File: src/rtl/demod_cfg_pkg.sv
package demod_cfg_pkg;

	// Register addresses within the host register space
	localparam logic [5:0] ADDR_DEMOD = 6'h19;
	localparam logic [5:0] ADDR_RSVD_1A = 6'h1a;
	localparam logic [5:0] ADDR_RSVD_1B = 6'h1b;
	localparam logic [5:0] ADDR_TX_TIMING = 6'h1c;
	localparam logic [5:0] ADDR_RX_PARITY = 6'h1d;
	localparam logic [5:0] ADDR_RSVD_1E = 6'h1e;
	localparam logic [5:0] ADDR_BAUD = 6'h1f;

	// Reset values
	localparam logic [7:0] RST_DEMOD = 8'h4d;
	localparam logic [7:0] RST_RSVD = 8'h00;
	localparam logic [7:0] RST_TX_TIMING = 8'h62;
	localparam logic [7:0] RST_RX_PARITY = 8'h00;
	localparam logic [7:0] RST_BAUD = 8'heb;

	// Field positions
	localparam int COMBINE_LSB = 6;
	localparam int FIXED_BIT = 5;
	localparam int EVEN_BIT = 4;
	localparam int TAU_RX_LSB = 2;
	localparam int TAU_BURST_LSB = 0;
	localparam int RESP_LSB = 0;
	localparam int PARITY_OFF_BIT = 4;
	localparam int COARSE_LSB = 5;
	localparam int FINE_LSB = 0;

	// Default response time added to the programmed field, in bit periods
	localparam logic [3:0] RESP_BASE_BITS = 4'h7;

	// Channel choice handed to the demodulator
	typedef enum logic [1:0]
	{
		CH_STRONGER = 2'h0,
		CH_STRONGER_HOLD = 2'h1,
		CH_FIXED_I = 2'h2,
		CH_FIXED_Q = 2'h3
	} chan_mode_e;

	// Host register access port
	typedef struct packed
	{
		logic wr_en;
		logic rd_en;
		logic [5:0] addr;
		logic [7:0] wdata;
	} host_req_s;

	// Decoded settings driven to the analog and framing logic
	typedef struct packed
	{
		chan_mode_e chan_mode;
		logic even_prescale_sel;
		logic [1:0] pll_rx_time_const;
		logic pll_rx_frozen;
		logic [1:0] pll_burst_time_const;
		logic [3:0] response_bits;
		logic parity_gen_en;
		logic parity_chk_en;
		logic parity_as_data;
		logic [2:0] baud_coarse_factor;
		logic [4:0] baud_fine_factor;
	} cfg_out_s;

endpackage

File: src/rtl/demod_cfg_regs.sv
// Operation
// - Fixed bit clear: 00 picks stronger channel, 01 picks and holds it.
// - Stronger-channel modes apply only while fixed-channel bit is zero.
// - Fixed bit set: combine low bit 0 uses I, 1 uses Q.
// - Even select zero: timer divisor is twice prescaler plus one.
// - Even select one: timer divisor is twice prescaler plus two.
// - Even select bit resets to zero.
// - Receive time constant sets PLL during reception; 00 freezes it.
// - Burst time constant in bits 1..0 sets PLL during burst.
// - Response time is programmed field plus seven bit periods.
// - Parity-off bit 4 stops parity generation and checking.
// - With parity off, received parity bit passes as data.
// - Baud register: coarse factor bits 7..5, fine factor bits 4..0.
// - Baud register at 1Fh resets to EBh.
// - Demodulator register at 19h resets to 4Dh.
// - Transmit register at 1Ch resets to 62h, low two bits writable.
// - Receive register at 1Dh resets to 00h, parity enabled.
// - Reserved registers 1Ah, 1Bh, 1Eh reset to 00h, no function.
module demod_cfg_regs
(
	// Clock and reset
	input wire logic clk,
	input wire logic arst_n,
	// Host register port, same clock domain
	input demod_cfg_pkg::host_req_s host_req,
	output logic [7:0] host_rdata,
	// Receive-side hold request from the demodulator
	input wire logic comm_active,
	input wire logic q_stronger,
	// Decoded settings and live channel choice
	output demod_cfg_pkg::cfg_out_s cfg,
	output logic use_q_channel
);
	import demod_cfg_pkg::*;

	typedef struct packed
	{
		logic [7:0] demod;
		logic [1:0] resp;
		logic parity_off;
		logic [7:0] baud;
		logic [7:0] rdata;
		logic held_q;
		logic holding;
	} state_s;

	state_s st_ff;
	state_s nxt_st;

	// Read mux; reserved bits show their reset values
	function automatic logic [7:0] read_val(input state_s s, input logic [5:0] a);
		logic [7:0] v;
		v = 8'h00;
		unique case (a)
			ADDR_DEMOD: v = s.demod;
			ADDR_TX_TIMING: v = {RST_TX_TIMING[7:2], s.resp};
			ADDR_RX_PARITY: v = {3'h0, s.parity_off, 4'h0};
			ADDR_BAUD: v = s.baud;
			default: v = RST_RSVD;
		endcase
		return v;
	endfunction

	// Register update, read capture and channel hold tracking
	always_comb
	begin
		nxt_st = st_ff;
		if (host_req.wr_en)
		begin
			unique case (host_req.addr)
				ADDR_DEMOD: nxt_st.demod = host_req.wdata;
				ADDR_TX_TIMING: nxt_st.resp = host_req.wdata[RESP_LSB +: 2];
				ADDR_RX_PARITY: nxt_st.parity_off = host_req.wdata[PARITY_OFF_BIT];
				ADDR_BAUD: nxt_st.baud = host_req.wdata;
				default: nxt_st.rdata = st_ff.rdata; // Reserved: write dropped
			endcase
		end
		if (host_req.rd_en)
		begin
			nxt_st.rdata = read_val(st_ff, host_req.addr);
		end
		// Latch the stronger channel at the start of a communication and keep it
		if (!comm_active)
		begin
			nxt_st.holding = 1'b0;
		end
		else if (!st_ff.holding)
		begin
			nxt_st.holding = 1'b1;
			nxt_st.held_q = q_stronger;
		end
	end

	always_ff @(posedge clk or negedge arst_n)
	begin
		if (!arst_n)
		begin
			st_ff.demod <= RST_DEMOD;
			st_ff.resp <= RST_TX_TIMING[1:0];
			st_ff.parity_off <= RST_RX_PARITY[PARITY_OFF_BIT];
			st_ff.baud <= RST_BAUD;
			st_ff.rdata <= 8'h00;
			st_ff.held_q <= 1'b0;
			st_ff.holding <= 1'b0;
		end
		else
		begin
			st_ff <= nxt_st;
		end
	end

	assign host_rdata = st_ff.rdata;

	// Decoded fields. Reserved combine codes 1x behave like 0x since only the
	// low bit is looked at; software is expected not to write them.
	logic fixed;
	logic comb_lo;
	assign fixed = st_ff.demod[FIXED_BIT];
	assign comb_lo = st_ff.demod[COMBINE_LSB];

	always_comb
	begin
		if (fixed)
		begin
			cfg.chan_mode = comb_lo ? CH_FIXED_Q : CH_FIXED_I;
		end
		else
		begin
			cfg.chan_mode = comb_lo ? CH_STRONGER_HOLD : CH_STRONGER;
		end
		cfg.even_prescale_sel = st_ff.demod[EVEN_BIT];
		cfg.pll_rx_time_const = st_ff.demod[TAU_RX_LSB +: 2];
		cfg.pll_rx_frozen = (st_ff.demod[TAU_RX_LSB +: 2] == 2'h0);
		cfg.pll_burst_time_const = st_ff.demod[TAU_BURST_LSB +: 2];
		cfg.response_bits = RESP_BASE_BITS + {2'h0, st_ff.resp};
		cfg.parity_gen_en = !st_ff.parity_off;
		cfg.parity_chk_en = !st_ff.parity_off;
		cfg.parity_as_data = st_ff.parity_off;
		cfg.baud_coarse_factor = st_ff.baud[COARSE_LSB +: 3];
		cfg.baud_fine_factor = st_ff.baud[FINE_LSB +: 5];
	end

	// Live channel: fixed, held for the whole communication, or follow the stronger
	always_comb
	begin
		unique case (cfg.chan_mode)
			CH_FIXED_I: use_q_channel = 1'b0;
			CH_FIXED_Q: use_q_channel = 1'b1;
			CH_STRONGER_HOLD: use_q_channel = st_ff.holding ? st_ff.held_q : q_stronger;
			default: use_q_channel = q_stronger;
		endcase
	end

	// Checks run on the host clock. The reset-value group samples while reset is
	// held, so it sees the async reset directly; all the others are masked by reset.
	// Write checks look one edge after the strobe, matching the registered update.

	// Fixed mode ignores the detector entirely
	a_fixed_chan_sel: assert property (@(posedge clk) disable iff (!arst_n)
		fixed |-> (use_q_channel == comb_lo))
		else $error("fixed channel not honoured");

	// Once latched, the choice survives a change of the detector
	a_hold_keeps_q: assert property (@(posedge clk) disable iff (!arst_n)
		(st_ff.holding && comm_active && !fixed && comb_lo && !host_req.wr_en) ##1 st_ff.holding
		|-> use_q_channel == $past(use_q_channel))
		else $error("held channel changed");

	// Plain stronger mode tracks the detector every cycle
	a_stronger_follows: assert property (@(posedge clk) disable iff (!arst_n)
		(!fixed && !comb_lo) |-> use_q_channel == q_stronger)
		else $error("stronger channel not followed");

	// Response time always carries the base offset
	a_resp_plus_seven: assert property (@(posedge clk) disable iff (!arst_n)
		cfg.response_bits == 4'(7 + st_ff.resp))
		else $error("response time offset wrong");

	// Parity-off write reaches both the generator and the data path
	a_parity_write: assert property (@(posedge clk) disable iff (!arst_n)
		(host_req.wr_en && host_req.addr == ADDR_RX_PARITY) |=>
		(cfg.parity_gen_en == !$past(host_req.wdata[4]) && cfg.parity_as_data == $past(host_req.wdata[4])))
		else $error("parity off not applied");

	// All three reserved registers read as zero
	a_rsvd_reads_zero: assert property (@(posedge clk) disable iff (!arst_n)
		(host_req.rd_en && (host_req.addr == ADDR_RSVD_1A || host_req.addr == ADDR_RSVD_1B
		|| host_req.addr == ADDR_RSVD_1E)) |=> host_rdata == 8'h00)
		else $error("reserved register not zero");

	// Upper bits of the transmit register never move off their reset pattern
	a_tx_upper_fixed: assert property (@(posedge clk) disable iff (!arst_n)
		(host_req.rd_en && host_req.addr == ADDR_TX_TIMING) |=> host_rdata[7:2] == RST_TX_TIMING[7:2])
		else $error("reserved bits changed");

	// Write then read of the baud register returns the written byte
	a_baud_readback: assert property (@(posedge clk) disable iff (!arst_n)
		(host_req.wr_en && host_req.addr == ADDR_BAUD) ##1
		(host_req.rd_en && host_req.addr == ADDR_BAUD && !host_req.wr_en)
		|=> host_rdata == $past(host_req.wdata, 2))
		else $error("baud readback wrong");

	// Writing a zero receive time constant freezes the loop
	a_rx_freeze: assert property (@(posedge clk) disable iff (!arst_n)
		(host_req.wr_en && host_req.addr == ADDR_DEMOD) |=> cfg.pll_rx_frozen == ($past(host_req.wdata[3:2]) == 2'h0))
		else $error("pll freeze wrong");

	// Demodulator register shows its reset pattern while reset is held
	a_rst_demod_val: assert property (@(posedge clk)
		!arst_n |-> st_ff.demod == RST_DEMOD)
		else $error("demodulator reset value wrong");

	// Response field reset value
	a_rst_tx_val: assert property (@(posedge clk)
		!arst_n |-> st_ff.resp == RST_TX_TIMING[1:0])
		else $error("transmit reset value wrong");

	// Parity handling comes out of reset enabled
	a_rst_parity_val: assert property (@(posedge clk)
		!arst_n |-> (!st_ff.parity_off && cfg.parity_gen_en && cfg.parity_chk_en))
		else $error("parity reset value wrong");

	// Baud register reset value
	a_rst_baud_val: assert property (@(posedge clk)
		!arst_n |-> st_ff.baud == RST_BAUD)
		else $error("baud reset value wrong");

	// Odd divisor formula is the default after reset
	a_rst_even_zero: assert property (@(posedge clk)
		!arst_n |-> !cfg.even_prescale_sel)
		else $error("even select not clear in reset");

	// Setting the even select bit reaches the timer
	a_even_write: assert property (@(posedge clk) disable iff (!arst_n)
		(host_req.wr_en && host_req.addr == ADDR_DEMOD) |=> cfg.even_prescale_sel == $past(host_req.wdata[EVEN_BIT]))
		else $error("even select not applied");

	// Clearing it returns the timer to the odd divisor
	a_even_odd_formula: assert property (@(posedge clk) disable iff (!arst_n)
		(host_req.wr_en && host_req.addr == ADDR_DEMOD && !host_req.wdata[EVEN_BIT])
		|=> !cfg.even_prescale_sel)
		else $error("odd divisor not selected");

	// Receive time constant follows the written field
	a_rx_tc_write: assert property (@(posedge clk) disable iff (!arst_n)
		(host_req.wr_en && host_req.addr == ADDR_DEMOD) |=> cfg.pll_rx_time_const == $past(host_req.wdata[3:2]))
		else $error("receive time constant wrong");

	// Burst time constant follows bits one to zero
	a_burst_write: assert property (@(posedge clk) disable iff (!arst_n)
		(host_req.wr_en && host_req.addr == ADDR_DEMOD) |=> cfg.pll_burst_time_const == $past(host_req.wdata[1:0]))
		else $error("burst time constant wrong");

	// Coarse and fine baud factors split the written byte
	a_baud_fields: assert property (@(posedge clk) disable iff (!arst_n)
		(host_req.wr_en && host_req.addr == ADDR_BAUD)
		|=> {cfg.baud_coarse_factor, cfg.baud_fine_factor} == $past(host_req.wdata))
		else $error("baud factors wrong");

	// A write to a reserved register leaves every setting alone
	a_rsvd_write_quiet: assert property (@(posedge clk) disable iff (!arst_n)
		(host_req.wr_en && (host_req.addr == ADDR_RSVD_1A || host_req.addr == ADDR_RSVD_1B
		|| host_req.addr == ADDR_RSVD_1E)) |=> $stable(cfg))
		else $error("reserved write had an effect");

	// Only the parity-off bit of the receive register can read as one
	a_rx_upper_zero: assert property (@(posedge clk) disable iff (!arst_n)
		(host_req.rd_en && host_req.addr == ADDR_RX_PARITY)
		|=> (host_rdata[7:5] == 3'h0 && host_rdata[3:0] == 4'h0))
		else $error("receive reserved bits set");

	// With parity off the parity position is handed on as data
	a_parity_pair: assert property (@(posedge clk) disable iff (!arst_n)
		cfg.parity_as_data == !cfg.parity_chk_en)
		else $error("parity bit handling inconsistent");

	// Written response field plus base offset
	a_resp_write: assert property (@(posedge clk) disable iff (!arst_n)
		(host_req.wr_en && host_req.addr == ADDR_TX_TIMING)
		|=> cfg.response_bits == RESP_BASE_BITS + {2'h0, $past(host_req.wdata[1:0])})
		else $error("response time not applied");

	// Fixed bit always yields one of the two fixed modes
	a_fixed_mode_code: assert property (@(posedge clk) disable iff (!arst_n)
		fixed |-> (cfg.chan_mode == CH_FIXED_I || cfg.chan_mode == CH_FIXED_Q))
		else $error("fixed mode code wrong");

	// Reserved combine codes fall back to the stronger-channel modes
	a_rsvd_code_alias: assert property (@(posedge clk) disable iff (!arst_n)
		(!fixed && st_ff.demod[7])
		|-> cfg.chan_mode == (comb_lo ? CH_STRONGER_HOLD : CH_STRONGER))
		else $error("reserved combine code misdecoded");

	// Read data stands until the next read strobe
	a_rdata_holds: assert property (@(posedge clk) disable iff (!arst_n)
		!host_req.rd_en |=> $stable(host_rdata))
		else $error("read data moved without a read");

	// First cycle of a communication latches the detector
	a_latch_on_start: assert property (@(posedge clk) disable iff (!arst_n)
		(comm_active && !st_ff.holding)
		|=> (st_ff.holding && st_ff.held_q == $past(q_stronger)))
		else $error("channel not latched at start");

	// Hold is dropped as soon as the communication ends
	a_hold_clears: assert property (@(posedge clk) disable iff (!arst_n)
		!comm_active |=> !st_ff.holding)
		else $error("hold kept after communication");

	// All eight demodulator bits are stored
	a_demod_write: assert property (@(posedge clk) disable iff (!arst_n)
		(host_req.wr_en && host_req.addr == ADDR_DEMOD) |=> st_ff.demod == $past(host_req.wdata))
		else $error("demodulator write lost");

	// A read returns the value held before any same-cycle write
	a_rd_capture: assert property (@(posedge clk) disable iff (!arst_n)
		(host_req.rd_en && host_req.addr == ADDR_DEMOD) |=> host_rdata == $past(st_ff.demod))
		else $error("demodulator read wrong");

	// Baud read returns the stored byte
	a_rd_baud: assert property (@(posedge clk) disable iff (!arst_n)
		(host_req.rd_en && host_req.addr == ADDR_BAUD) |=> host_rdata == $past(st_ff.baud))
		else $error("baud read wrong");

	// Addresses outside this bank read as zero
	a_unmapped_zero: assert property (@(posedge clk) disable iff (!arst_n)
		(host_req.rd_en && (host_req.addr < ADDR_DEMOD || host_req.addr > ADDR_BAUD))
		|=> host_rdata == 8'h00)
		else $error("unmapped address not zero");

	// Freeze flag only when the field is zero
	a_rx_frozen_only_zero: assert property (@(posedge clk) disable iff (!arst_n)
		cfg.pll_rx_frozen |-> cfg.pll_rx_time_const == 2'h0)
		else $error("pll frozen with nonzero field");

	// Response time never drops below the base offset
	a_resp_floor: assert property (@(posedge clk) disable iff (!arst_n)
		cfg.response_bits >= RESP_BASE_BITS)
		else $error("response time below base");

endmodule

File: config.mk
export PLATFORM = sky130hd
export DESIGN_NAME = demod_cfg_regs
export DESIGN_NICKNAME = d
export VERILOG_FILES = /design/src/rtl/demod_cfg_pkg.sv /design/src/rtl/demod_cfg_regs.sv
export SDC_FILE = /design/constraint.sdc
export NUM_CORES = 1
export LEC_CHECK = 0
export ABC_AREA = 1
export BUFFER_PORTS_ARGS = -buffer_cell sky130_fd_sc_hd__buf_4
export CORE_MARGIN = 2
export CORE_UTILIZATION = 46
export CTS_CLUSTER_DIAMETER = 100
export DETAILED_ROUTE_END_ITERATION = 8
export GPL_ROUTABILITY_DRIVEN = 0
export PLACE_DENSITY = 0.75
export SLEW_MARGIN = 20
export SYNTH_ARGS = -nofsm -noshare
export SYNTH_HDL_FRONTEND = slang
export SYNTH_SLANG_ARGS = --single-unit
File: constraint.sdc
create_clock -name clk -period 0.9 [get_ports clk]
set_input_delay 0.09 -clock clk [delete_from_list [all_inputs] [get_ports clk]]
set_output_delay 0.09 -clock clk [all_outputs]
set_load 0.01 [all_outputs]
==> flow_metrics.env <==
export IMPL_grt_use_met3_pct=3.87
export IMPL_cp_top_family="flip-flops"
export IMPL_wirelength_microns=4610
export IMPL_start_util_pct=49.0
export IMPL_die_h_microns=64.4
export IMPL_slew_headroom_pct=75.3
export IMPL_vdd_drop_max_mv=1.10
export IMPL_grt_overflow_total=0
export IMPL_r2r_start="cfg[18]$_DFFE_PN1P_"
export IMPL_cp_common_cell="inv_2"
export IMPL_hold_class="in2reg"
export IMPL_cts_buffers=5
export IMPL_finish_net_count=299
export IMPL_wl_per_cell_microns=14.2
export IMPL_p_total_w=0.00398
export IMPL_drive_gt1_share_pct=62.0
export IMPL_crit_path_cell_trace="inv_2 -> ha_4 -> inv_2 -> buf_6"
export IMPL_clockBufferDepth=2
export IMPL_rows=21
export IMPL_cts_sinks=29
export IMPL_slew_violations=0
export IMPL_io_pins=52
export IMPL_ys_ff_latch=29
export IMPL_first_pass_iters=4
export IMPL_antenna_found_initial=0
export IMPL_synth_edf_count=0
export IMPL_synth_avg_cell_area_sq_um=8.73
export IMPL_grt_pass1_vias=1511
export IMPL_fmax_mhz=710
export IMPL_cts_clk_slew_worst_paths_ps=110
export IMPL_critPathLaunch="st_ff[20]$_DFFE_PN1P_"
export IMPL_max_stage_delay_ps=550
export IMPL_syn_area_sq_mm=0.00168
export IMPL_required_ps=810
export IMPL_netlist_instances=192
export IMPL_maxCapViolCount=0
export IMPL_final_min_clock_period_ps=1410
export IMPL_via_per_inst=4.85
export IMPL_syn_to_final_growth_pct=62.7
export IMPL_worstMarginPinSlew_ps=371
export IMPL_htreeDepth=2
export IMPL_crit_path_end_kind="output port"
export IMPL_vias=1577
export IMPL_p_per_area_mw_per_mm2=1460
export IMPL_cts_root_buf="clkbuf_4"
export IMPL_grt_use_met1_pct=28.2
export IMPL_crit_type="reg2out"
export IMPL_use_met2_pct=37.6
export IMPL_synth_nets=213
export IMPL_worstPathBufferInverterCount=3
export IMPL_cp_max_fo=2
export IMPL_clock_latency_ps=340
export IMPL_ant_nets=0
export IMPL_arrival_ps=1320
export IMPL_grt_max_degree=30
export IMPL_cts_tree="yes"
export IMPL_grt_pass1_wl_microns=7020
export IMPL_worst_slack_ps=-509
export IMPL_hold_viol=0
export IMPL_rsz0062_at_grt="true"
export IMPL_dp_final_hpwl_microns=2430
export IMPL_yosysUniqueCellTypes=21
export IMPL_status="finished with violations"
export IMPL_io_buffers=51
export IMPL_cp_start_kind="register"
export IMPL_worst_hold_startpoint="host_req[5]"
export IMPL_ys_seq_area_share_pct=44.1
export IMPL_grt_busiest_layer="met2"
export IMPL_finalSetupViolCount=43
export IMPL_die_width_microns=64.4
export IMPL_crit_slowest_cell="dfstp_2"
export IMPL_ys_warnings_count=0
export IMPL_violations="negative setup slack"
export IMPL_synth_ff_type="dfrtp_1"
export IMPL_period_share_pct=157
export IMPL_diodes=0
export IMPL_finClkSkew_ps=7.09
export IMPL_drcViolationCount=0
export IMPL_async_flop_share_pct=100
export IMPL_core_area_sq_mm=0.00342
export IMPL_grtUsageTotal_pct=22.0
export IMPL_fin_util_pct=79.8
export IMPL_dr_first_iter_drc_count=120
export IMPL_power_leakage_nw=1.41
export IMPL_die_area_sq_mm=0.00414
export IMPL_dp_slack_ps=-154
kinds of logic (layout without fill, tap and decap cells):
| group | count (synthesis) | in the layout | synth area share, % |
|---|---|---|---|
| compound gates | 26 | 26 | 11.1 |
| fa+ha+maj | 1 | 1 | 0.747 |
| buf+inv | 53 | 140 | 18.9 |
| flops | 29 | 29 | 44.1 |
| simple gates | 83 | 83 | 25.1 |
metal layers:
metal  vias to the layer above  part of all wire, %
met3                        12                  5.1
li1                        749                    -
met4                         0                  2.1
met5                         -                    0
met1                       756                   39
met2                        60                   54
registers in the layout, indices dropped and copies added (netlist names):
signal	flops
fixed	1
host_rdata	8
st_ff	5
comb_lo	1
cfg	14
per-stage QoR:
step	cell area, sq um	setup TNS [ps]	instances	hold WS, ps
4_1_cts	2540	-5720	315	20.4
2_1_floorplan	1690	-26.5	192	-206
6_report	2730	-7100	325	19.5
3_3_place_gp	2020	-2490	276	30.1
5_1_grt	2730	-8350	325	13.2
3_5_place_dp	2020	-2910	276	26.1
cell usage in the layout, fill, tap and decap left out, types with 2 or more instances in the layout:
master and n:
inv_2 8, o21a_1 5, dfrtp_1 17, nand2_2 5
buf_4 47, inv_1 17, clkinv_2 2, clkbuf_4 5
nand3_2 14, nor2_1 3, nor2_8 2, nand2_4 3
dlygate4sd3_1 8, nand3_4 3, o21ai_2 15, nand2_1 44
nand3_1 6, dfstp_2 11, nor2_4 2, buf_6 52
o21ai_0 4
synth_stat cells, types with 2 or more instances:
cell type	count	area [sq um]
buf_4	25	188
dfrtp_1	18	450
dfstp_2	11	289
inv_1	25	93.8
nand2_1	49	184
nand2_4	2	22.5
nand3_1	22	110
nor2_1	3	11.3
nor2_4	2	22.5
nor2_8	2	40.0
o21a_1	5	37.5
o21ai_0	9	45.0
o21ai_2	11	96.3
where the power goes:
part           switching (W)  leakage (nW)  internal, W
sequential          0.000155         0.349      0.00152
clock               0.000508        0.0310     0.000294
combinational       0.000605          1.03     0.000895
tightest hold or removal path, delay by kind of cell:
family	cells	cell delay, ps
AO/OA/AOI/OAI	1	60
buffers and inverters	2	180
final cells by class:
class	instances	area [sq um]
tap	46	57.6
timing repair buffer	107	1020
clock buffer	5	37.5
sequential	29	741
inverter	25	93.8
fill	222	691
multi-input combinational	110	759
clock inverter	3	17.5
timing repair:
item,4_1_cts,5_1_grt
endpoints found under the setup margin,37,47
hold endpoints to repair,37,1
buffers inserted,24,13
resized for setup,65,30
hold buffers,7,1
pin swaps,15,19
worst paths after layout:
check	cells past startpoint	slack, ps	end
worst max-delay path	4	-510	cfg[12]
worst max register to register	6	-220	host_rdata[2]$_DFFE_PN0P_
worst min register to register	2	500	st_ff[1]$_DFFE_PN0P_
min in group asynchronous	2	220	host_rdata[5]$_DFFE_PN0P_
worst min-delay path	3	20	fixed$_DFFE_PN0P_
max in group asynchronous	2	360	cfg[0]$_DFFE_PN1P_
Note: power is estimated with default switching activity, not from simulation.
